[config.mk]
export PLATFORM = sky130hd
export DESIGN_NAME = bsd_strap_decoder
export DESIGN_NICKNAME = d
export VERILOG_FILES = /design/src/include/bsd_pkg.sv /design/src/rtl/bsd_strap_sync.sv /design/src/rtl/bsd_strap_decoder.sv
export SDC_FILE = /design/constraint.sdc
export NUM_CORES = 1
export LEC_CHECK = 0
export ABC_AREA = 1
export BUFFER_PORTS_ARGS = -buffer_cell sky130_fd_sc_hd__buf_2
export CELL_PAD_IN_SITES_DETAIL_PLACEMENT = 0
export CELL_PAD_IN_SITES_GLOBAL_PLACEMENT = 2
export CORE_MARGIN = 1.5
export CORE_UTILIZATION = 28
export DETAILED_ROUTE_END_ITERATION = 16
export HOLD_SLACK_MARGIN = 0.1
export PLACE_DENSITY_LB_ADDON = 0.1
export SYNTH_ARGS = -nofsm -noshare
export SYNTH_HDL_FRONTEND = slang
export SYNTH_SLANG_ARGS = --single-unit
[constraint.sdc]
create_clock -name aclk -period 7.9 [get_ports aclk]
set_input_delay 1.185 -clock aclk [delete_from_list [all_inputs] [get_ports aclk]]
set_output_delay 1.185 -clock aclk [all_outputs]
set_load 0.02 [all_outputs]
[src/include/bsd_pkg.sv]
package bsd_pkg;

  // ==========================================================================
  // Register map (byte addresses, one aligned word each)
  // ==========================================================================
  localparam logic [7:0] OFF_MAINT     = 8'h00;
  localparam logic [7:0] OFF_CSR_J     = 8'h04;
  localparam logic [7:0] OFF_BAUD      = 8'h08;
  localparam logic [7:0] OFF_CPU_ERR   = 8'h0c;
  localparam logic [7:0] OFF_CONFIG    = 8'h10;
  localparam logic [7:0] OFF_BASE      = 8'h14;

  // ==========================================================================
  // Field positions
  // ==========================================================================
  localparam int MAINT_HALT_BIT    = 3;
  localparam int MAINT_PWRUP_BIT   = 2;
  localparam int CSRJ_BAUD_EN_BIT  = 3;
  localparam int CPU_ERR_HALT_BIT  = 7;
  localparam int CFG_ID_LSB        = 0;
  localparam int CFG_STANDALONE    = 4;
  localparam int CFG_PROM16        = 5;
  localparam int CFG_DMA_CONFLICT  = 6;
  localparam int CFG_BREAK_EN      = 7;
  localparam int CFG_QSIZE_LSB     = 8;

  // ==========================================================================
  // Reset values and decode constants
  // ==========================================================================
  localparam logic [31:0] CSR_J_RESET    = 32'h0000_0000;
  localparam logic [31:0] CPU_ERR_RESET  = 32'h0000_0000;
  localparam logic [2:0]  BAUD_RESET     = 3'h2;
  // 17760100 and 17775400 octal
  localparam logic [21:0] BASE_LOW_ORIGIN  = 22'h3fe040;
  localparam logic [21:0] BASE_HIGH_ORIGIN = 22'h3ffb00;
  // Step 40 octal, jumper-out offset 2000 octal
  localparam logic [21:0] BASE_STEP        = 22'h000020;
  localparam logic [21:0] JUMPER_OUT_ADD   = 22'h000400;
  localparam logic [3:0]  ID_LOW_FIRST     = 4'h2;
  localparam logic [3:0]  ID_HIGH_FIRST    = 4'h8;
  localparam logic [21:0] MASK_16          = 22'h00ffff;
  localparam logic [21:0] MASK_18          = 22'h03ffff;
  localparam logic [21:0] MASK_22          = 22'h3fffff;
  // 173000 and 340 octal; trap vector 4
  localparam logic [15:0] START_PC         = 16'hf600;
  localparam logic [15:0] START_PSW        = 16'h00e0;
  localparam logic [15:0] MONITOR_PSW      = 16'h0000;
  localparam logic [15:0] HALT_TRAP_VECTOR = 16'h0004;
  localparam logic [15:0] BAUD_MAX         = 16'h9600;
  localparam logic [4:0]  PROM_WIDTH_SHORT = 5'h0f;
  localparam logic [4:0]  PROM_WIDTH_LONG  = 5'h10;
  localparam logic [1:0]  SYNC_SETTLE      = 2'h2;
  localparam logic [1:0]  RESP_OKAY        = 2'h0;
  localparam logic [1:0]  RESP_SLVERR      = 2'h2;

  // ==========================================================================
  // Types
  // ==========================================================================
  typedef enum logic [1:0] {
    QSIZE_22,
    QSIZE_18,
    QSIZE_16,
    QSIZE_RSVD
  } bsd_qsize_t;

  typedef enum logic [1:0] {
    ST_LATCH,
    ST_START,
    ST_RUN
  } bsd_state_t;

  // A set bit means the jumper is fitted, except baud_out (1 = out)
  typedef struct packed {
    logic [3:0] id_switch;
    logic       addr_jumper_in;
    logic       dma_ch0_fitted;
    logic       dma_ch1_pct_fitted;
    logic       dma_ch1_ssu_b_fitted;
    logic       break_enable;
    logic       halt_option;
    logic       powerup_option;
    logic       prom16;
    logic [2:0] baud_out;
    bsd_qsize_t qbus_size;
  } bsd_straps_t;

endpackage : bsd_pkg

[src/rtl/bsd_strap_sync.sv]
`timescale 1ns/1ps
`default_nettype none

module bsd_strap_sync (
  // Clock and reset
  input  wire logic                  aclk,
  input  wire logic                  aresetn,
  // Raw strap levels
  input  wire bsd_pkg::bsd_straps_t  straps_raw,
  // Frozen copy
  output bsd_pkg::bsd_straps_t       straps_latched,
  output logic                       latched_valid
);

  bsd_pkg::bsd_straps_t meta;
  bsd_pkg::bsd_straps_t stable;
  logic [1:0]           settle;

  // ==========================================================================
  // Two-stage synchroniser
  // ==========================================================================
  // sync the straps
  always_ff @(posedge aclk) begin
    if (!aresetn) begin
      meta   <= '0;
      stable <= '0;
    end else begin
      meta   <= straps_raw;
      stable <= meta;
    end
  end

  // ==========================================================================
  // Capture once after reset release
  // ==========================================================================
  // Wait until reset zeros have drained out of the chain before freezing
  always_ff @(posedge aclk) begin
    if (!aresetn) begin
      settle <= 2'h0;
    end else if (settle != bsd_pkg::SYNC_SETTLE) begin
      settle <= settle + 2'h1;
    end
  end

  always_ff @(posedge aclk) begin
    if (!aresetn) begin
      straps_latched <= '0;
      latched_valid  <= 1'b0;
    end else if (!latched_valid && settle == bsd_pkg::SYNC_SETTLE) begin
      straps_latched <= stable;
      latched_valid  <= 1'b1;
    end
  end

endmodule : bsd_strap_sync

`default_nettype wire

[src/rtl/bsd_strap_decoder.sv]
`timescale 1ns/1ps
`default_nettype none

// Operation
// - ID switch 0 or 1 disables host-bus slave; standalone mode.
// - Base from ID: two banks stepping 40 octal; jumper out adds 2000.
// - DMA channel 0 takes second-unit channel A only if jumper fitted.
// - DMA channel 1 takes at most one source: timer port A or unit B.
// - At most two sources routed; both channel 1 sources never shorted.
// - Console break forwarded only while break-enable strap is fitted.
// - Forwarded break makes processor enter the console debug monitor.
// - HALT-option strap shows read-only in maintenance bit 3.
// - HALT strap fitted: kernel HALT enters debug monitor.
// - HALT strap absent: kernel HALT traps via 4, sets error flag.
// - Power-up strap shows read-only in maintenance bit 2.
// - Power-up strap fitted: start in debug monitor, status word cleared.
// - Power-up strap absent: start at 173000 with status word 340.
// - PROM address is 15 bits without strap, 16 bits with it.
// - Console unit rate resets to code 2, then reloads from baud straps at start-up and reinit.
// - Software changes console rate only while control reg J bit 3 set.
// - 16 or 18 bit host addressing compares only low bits of base.
module bsd_strap_decoder (
  // Clock and reset
  input  wire logic                  aclk,
  input  wire logic                  aresetn,
  // AXI4-Lite write address
  input  wire logic [7:0]            s_axi_awaddr,
  input  wire logic                  s_axi_awvalid,
  output logic                       s_axi_awready,
  // AXI4-Lite write data
  input  wire logic [31:0]           s_axi_wdata,
  input  wire logic [3:0]            s_axi_wstrb,
  input  wire logic                  s_axi_wvalid,
  output logic                       s_axi_wready,
  // AXI4-Lite write response
  output logic [1:0]                 s_axi_bresp,
  output logic                       s_axi_bvalid,
  input  wire logic                  s_axi_bready,
  // AXI4-Lite read
  input  wire logic [7:0]            s_axi_araddr,
  input  wire logic                  s_axi_arvalid,
  output logic                       s_axi_arready,
  output logic [31:0]                s_axi_rdata,
  output logic [1:0]                 s_axi_rresp,
  output logic                       s_axi_rvalid,
  input  wire logic                  s_axi_rready,
  // Straps
  input  wire bsd_pkg::bsd_straps_t  straps_raw,
  // Host-bus slave decode
  input  wire logic [21:0]           host_addr,
  output logic                       host_slave_enable,
  output logic                       host_addr_hit,
  // DMA routing
  input  wire logic                  ssu2_a_dma_req,
  input  wire logic                  ssu2_b_dma_req,
  input  wire logic                  pct_a_dma_req,
  output logic                       dma_ch0_req,
  output logic                       dma_ch1_req,
  // Processor events
  input  wire logic                  console_break,
  input  wire logic                  kernel_halt,
  input  wire logic                  bus_reinit,
  output logic                       monitor_enter,
  output logic                       halt_trap,
  output logic [15:0]                trap_vector,
  // Start-up
  output logic                       start_valid,
  output logic                       start_in_monitor,
  output logic [15:0]                start_pc,
  output logic [15:0]                start_psw,
  // PROM and console unit rate
  output logic [4:0]                 prom_addr_width,
  output logic [2:0]                 baud_code,
  output logic [15:0]                baud_rate
);

  bsd_pkg::bsd_straps_t  straps;
  bsd_pkg::bsd_state_t   state;
  logic                  straps_valid;
  logic                  standalone;
  logic                  dma_conflict;
  logic [21:0]           base_addr;
  logic [21:0]           size_mask;
  logic [31:0]           csr_j;
  logic [31:0]           cpu_err;
  logic                  aw_held;
  logic                  w_held;
  logic [7:0]            aw_addr;
  logic [31:0]           w_data;
  logic [3:0]            w_strb;
  logic                  wr_fire;
  logic [31:0]           rd_word;

  // ==========================================================================
  // Helpers
  // ==========================================================================
  function automatic logic reg_known(input logic [7:0] addr);
    reg_known = (addr == bsd_pkg::OFF_MAINT)   || (addr == bsd_pkg::OFF_CSR_J) ||
                (addr == bsd_pkg::OFF_BAUD)    || (addr == bsd_pkg::OFF_CPU_ERR) ||
                (addr == bsd_pkg::OFF_CONFIG)  || (addr == bsd_pkg::OFF_BASE);
  endfunction : reg_known

  function automatic logic [21:0] base_decode(input logic [3:0] id, input logic jin);
    logic [21:0] b;
    b = '0;
    if (id >= bsd_pkg::ID_HIGH_FIRST) begin
      b = bsd_pkg::BASE_HIGH_ORIGIN +
          22'(id - bsd_pkg::ID_HIGH_FIRST) * bsd_pkg::BASE_STEP;
    end else if (id >= bsd_pkg::ID_LOW_FIRST) begin
      b = bsd_pkg::BASE_LOW_ORIGIN +
          22'(id - bsd_pkg::ID_LOW_FIRST) * bsd_pkg::BASE_STEP;
    end
    if (!jin) begin
      b = b + bsd_pkg::JUMPER_OUT_ADD;
    end
    base_decode = b;
  endfunction : base_decode

  bsd_strap_sync u_sync (
    .aclk           (aclk),
    .aresetn        (aresetn),
    .straps_raw     (straps_raw),
    .straps_latched (straps),
    .latched_valid  (straps_valid)
  );

  // ==========================================================================
  // Static decode of latched straps
  // ==========================================================================
  // standalone positions
  assign standalone   = (straps.id_switch < bsd_pkg::ID_LOW_FIRST);
  assign dma_conflict = straps.dma_ch1_pct_fitted && straps.dma_ch1_ssu_b_fitted;

  assign base_addr = base_decode(straps.id_switch, straps.addr_jumper_in);

  always_comb begin
    case (straps.qbus_size)
      bsd_pkg::QSIZE_16: size_mask = bsd_pkg::MASK_16;
      bsd_pkg::QSIZE_18: size_mask = bsd_pkg::MASK_18;
      default:           size_mask = bsd_pkg::MASK_22;
    endcase
  end

  // ==========================================================================
  // Start-up sequencer
  // ==========================================================================
  always_ff @(posedge aclk) begin
    if (!aresetn) begin
      state <= bsd_pkg::ST_LATCH;
    end else begin
      case (state)
        bsd_pkg::ST_LATCH: begin
          if (straps_valid) begin
            state <= bsd_pkg::ST_START;
          end
        end
        bsd_pkg::ST_START: state <= bsd_pkg::ST_RUN;
        bsd_pkg::ST_RUN:   state <= bsd_pkg::ST_RUN;
        default:           state <= bsd_pkg::ST_LATCH;
      endcase
    end
  end

  always_ff @(posedge aclk) begin
    if (!aresetn) begin
      start_valid      <= 1'b0;
      start_in_monitor <= 1'b0;
      start_pc         <= 16'h0000;
      start_psw        <= 16'h0000;
    end else begin
      start_valid <= (state == bsd_pkg::ST_START);
      if (state == bsd_pkg::ST_START) begin
        start_in_monitor <= straps.powerup_option;
        if (straps.powerup_option) begin
          start_pc  <= 16'h0000;
          start_psw <= bsd_pkg::MONITOR_PSW;
        end else begin
          start_pc  <= bsd_pkg::START_PC;
          start_psw <= bsd_pkg::START_PSW;
        end
      end
    end
  end

  // ==========================================================================
  // Host-bus slave decode
  // ==========================================================================
  always_ff @(posedge aclk) begin
    if (!aresetn) begin
      host_slave_enable <= 1'b0;
      host_addr_hit     <= 1'b0;
    end else begin
      host_slave_enable <= straps_valid && !standalone;
      host_addr_hit     <= straps_valid && !standalone &&
                           ((host_addr & size_mask) == (base_addr & size_mask));
    end
  end

  // ==========================================================================
  // DMA request routing
  // ==========================================================================
  // Conflicting channel 1 straps route nothing rather than merge two sources
  always_ff @(posedge aclk) begin
    if (!aresetn) begin
      dma_ch0_req <= 1'b0;
      dma_ch1_req <= 1'b0;
    end else begin
      dma_ch0_req <= straps_valid && straps.dma_ch0_fitted && ssu2_a_dma_req;
      if (!straps_valid || dma_conflict) begin
        dma_ch1_req <= 1'b0;
      end else if (straps.dma_ch1_pct_fitted) begin
        dma_ch1_req <= pct_a_dma_req;
      end else if (straps.dma_ch1_ssu_b_fitted) begin
        dma_ch1_req <= ssu2_b_dma_req;
      end else begin
        dma_ch1_req <= 1'b0;
      end
    end
  end

  // ==========================================================================
  // Break and HALT handling
  // ==========================================================================
  always_ff @(posedge aclk) begin
    if (!aresetn) begin
      monitor_enter <= 1'b0;
      halt_trap     <= 1'b0;
      trap_vector   <= 16'h0000;
    end else begin
      monitor_enter <= 1'b0;
      halt_trap     <= 1'b0;
      if (state == bsd_pkg::ST_RUN) begin
        if ((console_break && straps.break_enable) ||
            (kernel_halt && straps.halt_option)) begin
          monitor_enter <= 1'b1;
        end
        if (kernel_halt && !straps.halt_option) begin
          halt_trap   <= 1'b1;
          trap_vector <= bsd_pkg::HALT_TRAP_VECTOR;
        end
      end
    end
  end

  // ==========================================================================
  // PROM width and console rate
  // ==========================================================================
  // PROM width select
  always_ff @(posedge aclk) begin
    if (!aresetn) begin
      prom_addr_width <= bsd_pkg::PROM_WIDTH_SHORT;
    end else begin
      prom_addr_width <= straps.prom16 ? bsd_pkg::PROM_WIDTH_LONG
                                       : bsd_pkg::PROM_WIDTH_SHORT;
    end
  end

  always_ff @(posedge aclk) begin
    if (!aresetn) begin
      baud_code <= bsd_pkg::BAUD_RESET;
    end else if (state == bsd_pkg::ST_START || (bus_reinit && straps_valid)) begin
      baud_code <= straps.baud_out;
    end else if (wr_fire && aw_addr == bsd_pkg::OFF_BAUD && w_strb[0] &&
                 csr_j[bsd_pkg::CSRJ_BAUD_EN_BIT]) begin
      baud_code <= w_data[2:0];
    end
  end

  always_ff @(posedge aclk) begin
    if (!aresetn) begin
      baud_rate <= bsd_pkg::BAUD_MAX >> bsd_pkg::BAUD_RESET;
    end else begin
      baud_rate <= bsd_pkg::BAUD_MAX >> baud_code;
    end
  end

  // ==========================================================================
  // AXI4-Lite write path
  // ==========================================================================
  assign s_axi_awready = !aw_held && !s_axi_bvalid;
  assign s_axi_wready  = !w_held && !s_axi_bvalid;
  assign wr_fire       = aw_held && w_held && !s_axi_bvalid;

  always_ff @(posedge aclk) begin
    if (!aresetn) begin
      aw_held <= 1'b0;
      aw_addr <= 8'h00;
    end else if (s_axi_awvalid && s_axi_awready) begin
      aw_held <= 1'b1;
      aw_addr <= s_axi_awaddr;
    end else if (wr_fire) begin
      aw_held <= 1'b0;
    end
  end

  always_ff @(posedge aclk) begin
    if (!aresetn) begin
      w_held <= 1'b0;
      w_data <= 32'h0000_0000;
      w_strb <= 4'h0;
    end else if (s_axi_wvalid && s_axi_wready) begin
      w_held <= 1'b1;
      w_data <= s_axi_wdata;
      w_strb <= s_axi_wstrb;
    end else if (wr_fire) begin
      w_held <= 1'b0;
    end
  end

  always_ff @(posedge aclk) begin
    if (!aresetn) begin
      s_axi_bvalid <= 1'b0;
      s_axi_bresp  <= bsd_pkg::RESP_OKAY;
    end else if (wr_fire) begin
      s_axi_bvalid <= 1'b1;
      s_axi_bresp  <= reg_known(aw_addr) ? bsd_pkg::RESP_OKAY : bsd_pkg::RESP_SLVERR;
    end else if (s_axi_bready) begin
      s_axi_bvalid <= 1'b0;
    end
  end

  always_ff @(posedge aclk) begin
    if (!aresetn) begin
      csr_j <= bsd_pkg::CSR_J_RESET;
    end else if (wr_fire && aw_addr == bsd_pkg::OFF_CSR_J && w_strb[0]) begin
      csr_j <= {24'h000000, 4'h0, w_data[bsd_pkg::CSRJ_BAUD_EN_BIT], 3'h0};
    end
  end

  // Write one to clear; a trap in the same cycle keeps the flag set
  always_ff @(posedge aclk) begin
    if (!aresetn) begin
      cpu_err <= bsd_pkg::CPU_ERR_RESET;
    end else if (state == bsd_pkg::ST_RUN && kernel_halt && !straps.halt_option) begin
      cpu_err[bsd_pkg::CPU_ERR_HALT_BIT] <= 1'b1;
    end else if (wr_fire && aw_addr == bsd_pkg::OFF_CPU_ERR && w_strb[0] &&
                 w_data[bsd_pkg::CPU_ERR_HALT_BIT]) begin
      cpu_err[bsd_pkg::CPU_ERR_HALT_BIT] <= 1'b0;
    end
  end

  // ==========================================================================
  // AXI4-Lite read path
  // ==========================================================================
  assign s_axi_arready = !s_axi_rvalid;

  always_comb begin
    rd_word = 32'h0000_0000;
    case (s_axi_araddr)
      bsd_pkg::OFF_MAINT: begin
        rd_word[bsd_pkg::MAINT_HALT_BIT]  = straps.halt_option;
        rd_word[bsd_pkg::MAINT_PWRUP_BIT] = straps.powerup_option;
      end
      bsd_pkg::OFF_CSR_J:   rd_word = csr_j;
      bsd_pkg::OFF_BAUD:    rd_word = {16'h0000, baud_rate[15:3], baud_code};
      bsd_pkg::OFF_CPU_ERR: rd_word = cpu_err;
      bsd_pkg::OFF_CONFIG: begin
        rd_word[bsd_pkg::CFG_ID_LSB +: 4]    = straps.id_switch;
        rd_word[bsd_pkg::CFG_STANDALONE]     = standalone;
        rd_word[bsd_pkg::CFG_PROM16]         = straps.prom16;
        rd_word[bsd_pkg::CFG_DMA_CONFLICT]   = dma_conflict;
        rd_word[bsd_pkg::CFG_BREAK_EN]       = straps.break_enable;
        rd_word[bsd_pkg::CFG_QSIZE_LSB +: 2] = straps.qbus_size;
      end
      bsd_pkg::OFF_BASE:    rd_word = {10'h000, base_addr & size_mask};
      default:              rd_word = 32'h0000_0000;
    endcase
  end

  always_ff @(posedge aclk) begin
    if (!aresetn) begin
      s_axi_rvalid <= 1'b0;
      s_axi_rdata  <= 32'h0000_0000;
      s_axi_rresp  <= bsd_pkg::RESP_OKAY;
    end else if (s_axi_arvalid && s_axi_arready) begin
      s_axi_rvalid <= 1'b1;
      s_axi_rdata  <= rd_word;
      s_axi_rresp  <= reg_known(s_axi_araddr) ? bsd_pkg::RESP_OKAY : bsd_pkg::RESP_SLVERR;
    end else if (s_axi_rready) begin
      s_axi_rvalid <= 1'b0;
    end
  end

endmodule : bsd_strap_decoder

`default_nettype wire

### After elaboration in Yosys (flattened, before gate mapping)

Cells that the tools add are included.

* multiplexer cells: 30
* divide/modulo/power cells: 0
* magnitude comparators: 3
* bitwise logic cells: 3
* $mul: 0
* reductions and logical operators: 60
* add/sub/neg operators: 6
* equality and inequality tests: 18
* shift operators: 1

Operators with widths (count)
* $mux W22: 3
* $and A22 B22 Y22: 2
* $pmux W22 S2: 1
* $eq A8 B4 Y1 const B: 4
* $eq A8 B5 Y1 const B: 4
* $logic_and A1 B1 Y1: 27
* $pmux W12 S2: 1
* $pmux W6 S4: 1
* $add A22 B11 Y22 const B: 1
* $eq A22 B22 Y1: 1
* $eq A8 B3 Y1 const B: 2
* $logic_not A8 Y1: 2
* $mux W16: 1
* $shr A16 B3 Y16 const A: 1
* $add A14 B10 Y15 const A: 1
* $add A12 B10 Y13 const A: 1
* $logic_or A1 B1 Y1: 13
* $mux W1: 13
* $reduce_bool A2 Y1: 6
* $pmux W2 S5: 1
* $mux W8: 1
* $logic_not A1 Y1: 7
* $eq A2 B2 Y1 const B: 3
* $mux W2: 3
* other kinds (17): 21

* input bits: 104
* latch bits: 0
* output and inout bits: 121
* memories kept: 0
* word-level logic and storage cells: 183
* bits in writable memories: 0
* bits in registers: 180
* bits in read-only memories: 0

### Longest topological paths before layout

* depth after elaboration: 9
* depth in mapped cells: 22

### Hierarchy

A second synthesis with hierarchy kept.

* cells, all modules: 824
* area, all modules: 6053.3 µm²

By module, submodules not included
* bsd_strap_decoder: area an instance 4219.0 µm², instances 1, cells an instance 593
* bsd_strap_sync: area an instance 1834.3 µm², instances 1, cells an instance 231

### Worst setup path before layout

No wires, ideal clock.

* path type: reg-to-reg
* from: register u_sync.straps_latched[14] in the netlist's numbering
* to: register host_addr_hit
* stages on the path, launching flop included: 22
* setup slack: 5.317 ns
* data arrival time: 2.522 ns
* buffers on the path: 0
* data required time: 7.838 ns
* cells stage by stage: dfxtp_1 -> inv_2 -> ha_1 -> ha_1 -> inv_1 -> nand2_1 -> inv_1 -> nor2_1 -> nand3_1 -> inv_1 -> ha_1 -> nand3_1 -> ha_1 -> nand2_1 -> nand2_1 -> nand2_1 -> nand2_1 -> nor2_1 -> nand2_1 -> nor2_1 -> nand2_1 -> nor2_2

* word-level cells in the longest chain between the ends: 9
* elaborated cells on any way between the ends: 16

RTL lines
* from (decl): line bsd_strap_sync.sv:11 `output bsd_pkg::bsd_straps_t straps_latched,`
* from (signal assigned): line bsd_strap_sync.sv:50 `straps_latched <= stable;`
* $sub A4 B2 Y5: line bsd_strap_decoder.sv:111 `22'(id - bsd_pkg::ID_LOW_FIRST) * bsd_pkg::BASE_STEP;`
* $add A14 B10 Y15: line bsd_strap_decoder.sv:110 `b = bsd_pkg::BASE_LOW_ORIGIN +`
* $mux W22: line bsd_strap_decoder.sv:109 `end else if (id >= bsd_pkg::ID_LOW_FIRST) begin`
* $mux W22: line bsd_strap_decoder.sv:106 `if (id >= bsd_pkg::ID_HIGH_FIRST) begin`
* $add A22 B11 Y22: line bsd_strap_decoder.sv:114 `b = b + bsd_pkg::JUMPER_OUT_ADD;`
* $mux W22: line bsd_strap_decoder.sv:113 `if (!jin) begin`
* $and A22 B22 Y22: line bsd_strap_decoder.sv:195 `((host_addr & size_mask) == (base_addr & size_mask));`
* $eq A22 B22 Y1: line bsd_strap_decoder.sv:195
* $logic_and A1 B1 Y1 (*): line bsd_strap_decoder.sv:194 `host_addr_hit <= straps_valid && !standalone &&`
* to (signal assigned): line bsd_strap_decoder.sv:194
* to (decl): line bsd_strap_decoder.sv:52 `output logic host_addr_hit,`

Every way passes the cells marked *; elsewhere a longest branch is shown, timed or not.
A chain may end at the register's enable or synchronous reset.

### Worst setup path after layout

Ends and elaborated chain as after synthesis.

==> impl_results.rst <==
.. list-table::
   :header-rows: 1

   * - Metric
     - Value
   * - Cell with the most instances after synthesis
     - sky130_fd_sc_hd__nand2_1
   * - Clk pin slew, worst setup/hold paths
     - ~0.060 ns
   * - Synth top area share
     - 0.4403
   * - Vias
     - 4937
   * - Post-CTS setup buffers
     - 0
   * - Pin count of the biggest net entering global routing
     - 87
   * - Post-synthesis instance area
     - 5866 µm²
   * - Worst Setup Start Kind
     - register
   * - Largest vdd supply drop
     - about 0.00015 V
   * - NumNets Final
     - ~1000
   * - Clock buffer depth
     - 2
   * - Row count
     - 52
   * - Total of flip-flops plus latches after synthesis
     - 129
   * - Boundary pin count
     - 225
   * - Routability congestion estimate
     - just over 0.8
   * - Outcome
     - finished clean
   * - Final cell count without fillers
     - around 1200
   * - CTS Hold Bufs
     - 0
   * - GRT met3 Usage
     - 0.04228
   * - Via count of the first global-routing pass
     - between 4000 and 5000
   * - # fillers
     - about 2200
   * - Cell variety after synth
     - 42
   * - Total power divided by cell area
     - between 300 and 400 nW/µm²
   * - Top area cells in the synthesized netlist
     - sky130_fd_sc_hd__dfxtp_1 (44%), sky130_fd_sc_hd__nand2_1 (11%), sky130_fd_sc_hd__buf_4 (8.2%)
   * - Setup repair after global routing missed its margin
     - no
   * - Critical Path Source
     - u_sync.straps_latched[14]$_SDFFE_PN0P_
   * - Setup Total Neg Slack
     - 0 ns
   * - Post-Syn Area per Cell
     - 7.491 µm²
   * - Hold/Removal Path Class
     - register to register
   * - Die height
     - roughly 150 µm
   * - Worst hold stages
     - 2
   * - Dominant register cell in the synthesized netlist
     - sky130_fd_sc_hd__dfxtp_1
   * - Diode count
     - 0
   * - Core area
     - 20360 µm²
   * - Maxcap violations
     - 0
   * - Remaining design rule violation count
     - 0
   * - Die Width
     - 147.7 µm
   * - Starting Density
     - 0.2880
   * - First-pass DRT Iterations
     - 4
   * - Capturing point of the worst reg2reg path
     - host_addr_hit$_SDFF_PN0_
   * - Total wirelength of the detailed-routed design
     - between 15000 and 20000 µm
   * - Global routing met1 resource utilization
     - 0.2075
   * - Worst Hold Path EP
     - u_sync.stable[16]$_SDFF_PN0_
   * - Largest area contributor in the synthesized netlist
     - sky130_fd_sc_hd__dfxtp_1
   * - Later-pin clock latency in the skew report
     - approximately 0.42 ns
   * - Number of synthesized flops with an enable pin
     - 0
   * - Final worst clock skew
     - roughly 0.013 ns
   * - Busiest grt layer
     - met2
   * - Timing-limited maximum frequency
     - about 330 MHz
   * - Clock sinks
     - between 100 and 150
   * - Post-DR wirelength/cell
     - between 10 and 15 µm
   * - Clock root buffer
     - sky130_fd_sc_hd__clkbuf_16
   * - CTS H-tree depth
     - 4
   * - Area of the die
     - between 20000 and 25000 µm²
   * - All-Layer GR Usage
     - 0.1467
   * - Required time reported for the critical path endpoint
     - ~8.3 ns
   * - Depth of the worst register-to-register path
     - 21
   * - Half-perimeter wire length after detailed placement
     - 12040 µm
   * - Endpoints failing setup
     - 0
   * - Overflow left after global routing
     - 0
   * - Proportion of layout cells with a drive suffix above 1
     - 0.2216
   * - Critical path capture point type
     - register
   * - First-pass GRT wire length
     - about 24000 µm
   * - Detailed router's first-iteration violation count
     - ~180
   * - Cells after DPL
     - around 1200
   * - Arr. time, crit path
     - 3.40 ns
   * - Met2 demand-to-capacity share in global routing
     - 0.2131
   * - Number of vias per cell after detailed routing
     - 4.131
   * - Sequential share of the synthesized area
     - 0.4403
   * - Final Hold Viols
     - 0
   * - Worst Tran Pin Value
     - around 1.1 ns
   * - Post-synthesis async set-or-reset flop share
     - 0
   * - Relative slew slack
     - 0.2583
   * - Count of final max-slew check failures
     - 0
   * - Clock tree from TritonCTS
     - yes
   * - Number of CTS-inserted buffers
     - 17
   * - Final period demand of the worst path
     - approximately 3 ns
   * - Yosys warnings
     - 0
   * - R2R Path Start
     - u_sync.straps_latched[14]$_SDFFE_PN0P_
   * - Area growth from synthesis to layout
     - 22.46%
   * - Part of the cycle the worst path needs
     - 0.3837
   * - Flop2flop setup slack
     - 4.87 ns
   * - Post-route ant nets
     - 0
   * - Post-synth top cells
     - sky130_fd_sc_hd__nand2_1 (168), sky130_fd_sc_hd__dfxtp_1 (129), sky130_fd_sc_hd__inv_1 (102)
   * - Port-buffer cells
     - 142
   * - Initial antenna violation count
     - 0
   * - Worst setup path category
     - register to register
   * - Gate Count Post-Synth
     - just under 800
   * - CP max FO
     - 7
   * - Worst hold path startpoint
     - u_sync.meta[16]$_SDFF_PN0_
   * - Cell leakage power
     - around 3.7 nW
   * - Cells resized by post-CTS repair
     - 0
power by group:
part	internal [mW]	switching, mW	total, mW
Sequential	0.747	0.0787	0.825
Clock	0.532	0.304	0.836
Combinational	0.283	0.628	0.910
Total	1.56	1.01	2.57
per-stage QoR:
stage | power [mW] | setup slack (ns) | instance area (µm²) | hold WS [ns] | util
6_report | 2.572 | 4.868 | 7183 | 0.4110 | 0.3527
5_1_grt | 2.767 | 4.521 | 7183 | 0.4333 | 0.3527
4_1_cts | 2.606 | 4.897 | 7183 | 0.4107 | 0.3527
3_5_place_dp | 1.760 | 4.529 | 6550 | 0.3961 | 0.3216
3_3_place_gp | 1.747 | 4.553 | 6550 | 0.3971 | 0.3216
2_1_floorplan | 1.547 | 5.317 | 6057 | 0.3873 | -
cells by family (layout without fill, tap and decap cells):
| kind of cell | count (synthesis) | count (layout) | synth area share |
|---|---|---|---|
| xor gates and xnor gates | 1 | 1 | 0.001493 |
| buffers and inverters | 192 | 283 | 0.1679 |
| AOI/OAI and AO/OA | 125 | 125 | 0.1167 |
| DFF | 129 | 129 | 0.4403 |
| and+or+nand+nor | 319 | 319 | 0.2389 |
| adders and majority gates | 16 | 16 | 0.03413 |
| other | 1 | 52 | 0.0006393 |
per-layer routing:
| layer | share of wire | up-vias |
|---|---|---|
| met5 | 0 | - |
| met4 | 0.015 | 0 |
| met3 | 0.064 | 14 |
| met2 | 0.41 | 143 |
| met1 | 0.51 | 2155 |
| li1 | - | 2625 |
registers in the layout (all words and copies together) (netlist names), 2 cells and up:
name and count:
u_sync.settle 2, baud_rate 14, baud_code 3, w_data 5, aw_addr 8, u_sync.stable 17, u_sync.meta 17, s_axi_rdata 22
u_sync.straps_latched 17, prom_addr_width 2, state 2
layout make-up:
cell class / instances / area, µm² / share of cell area
Clock buffer: 18 / 429.2 / 0.05975
Clock inverter: 14 / 203.9 / 0.02839
Inverter: 107 / 414.1 / 0.05766
Multi-Input combinational cell: 513 / 2490 / 0.3466
Sequential cell: 129 / 2582 / 0.3595
Tap cell: 270 / 337.8 / 0.04703
Timing Repair Buffer: 144 / 725.7 / 0.1010
critical path, cell delays in order, from the launching register on:
cell                      delay [ns]
sky130_fd_sc_hd__dfxtp_1        0.41
sky130_fd_sc_hd__inv_2          0.11
sky130_fd_sc_hd__ha_1           0.26
sky130_fd_sc_hd__ha_1           0.31
sky130_fd_sc_hd__inv_1          0.05
sky130_fd_sc_hd__nand2_1        0.07
sky130_fd_sc_hd__inv_1          0.04
sky130_fd_sc_hd__nor2_1         0.25
sky130_fd_sc_hd__nand3_1        0.16
sky130_fd_sc_hd__inv_1          0.08
sky130_fd_sc_hd__ha_1           0.16
sky130_fd_sc_hd__nand3_1        0.08
sky130_fd_sc_hd__ha_1           0.27
sky130_fd_sc_hd__nand2_1        0.12
sky130_fd_sc_hd__nand2_1        0.06
sky130_fd_sc_hd__nand2_1        0.05
sky130_fd_sc_hd__nand2_1        0.05
sky130_fd_sc_hd__nor2_1         0.13
sky130_fd_sc_hd__nand2_1        0.06
sky130_fd_sc_hd__nor2_1         0.09
sky130_fd_sc_hd__nand2_1        0.08
sky130_fd_sc_hd__nor2_2         0.07
layout by cell type, fill, tap and decap left out, types with 5 or more instances in the layout:
cell type	n
sky130_fd_sc_hd__buf_2	142
sky130_fd_sc_hd__nand3b_1	5
sky130_fd_sc_hd__dfxtp_1	129
sky130_fd_sc_hd__nand3_1	39
sky130_fd_sc_hd__clkbuf_16	17
sky130_fd_sc_hd__conb_1	52
sky130_fd_sc_hd__ha_1	16
sky130_fd_sc_hd__o21ai_0	52
sky130_fd_sc_hd__a21oi_1	47
sky130_fd_sc_hd__nor3_1	6
sky130_fd_sc_hd__nand2_1	168
sky130_fd_sc_hd__nand2_2	6
sky130_fd_sc_hd__a31oi_1	5
sky130_fd_sc_hd__inv_1	102
sky130_fd_sc_hd__o22ai_1	5
sky130_fd_sc_hd__nor2_1	73
worst max path at each step:
stage,to
2_1_floorplan,host_addr_hit$_SDFF_PN0_
5_1_grt,host_addr_hit$_SDFF_PN0_
3_5_place_dp,host_addr_hit$_SDFF_PN0_
3_3_place_gp,host_addr_hit$_SDFF_PN0_
6_report,host_addr_hit$_SDFF_PN0_
4_1_cts,host_addr_hit$_SDFF_PN0_
(Power assumes the default switching activity.)
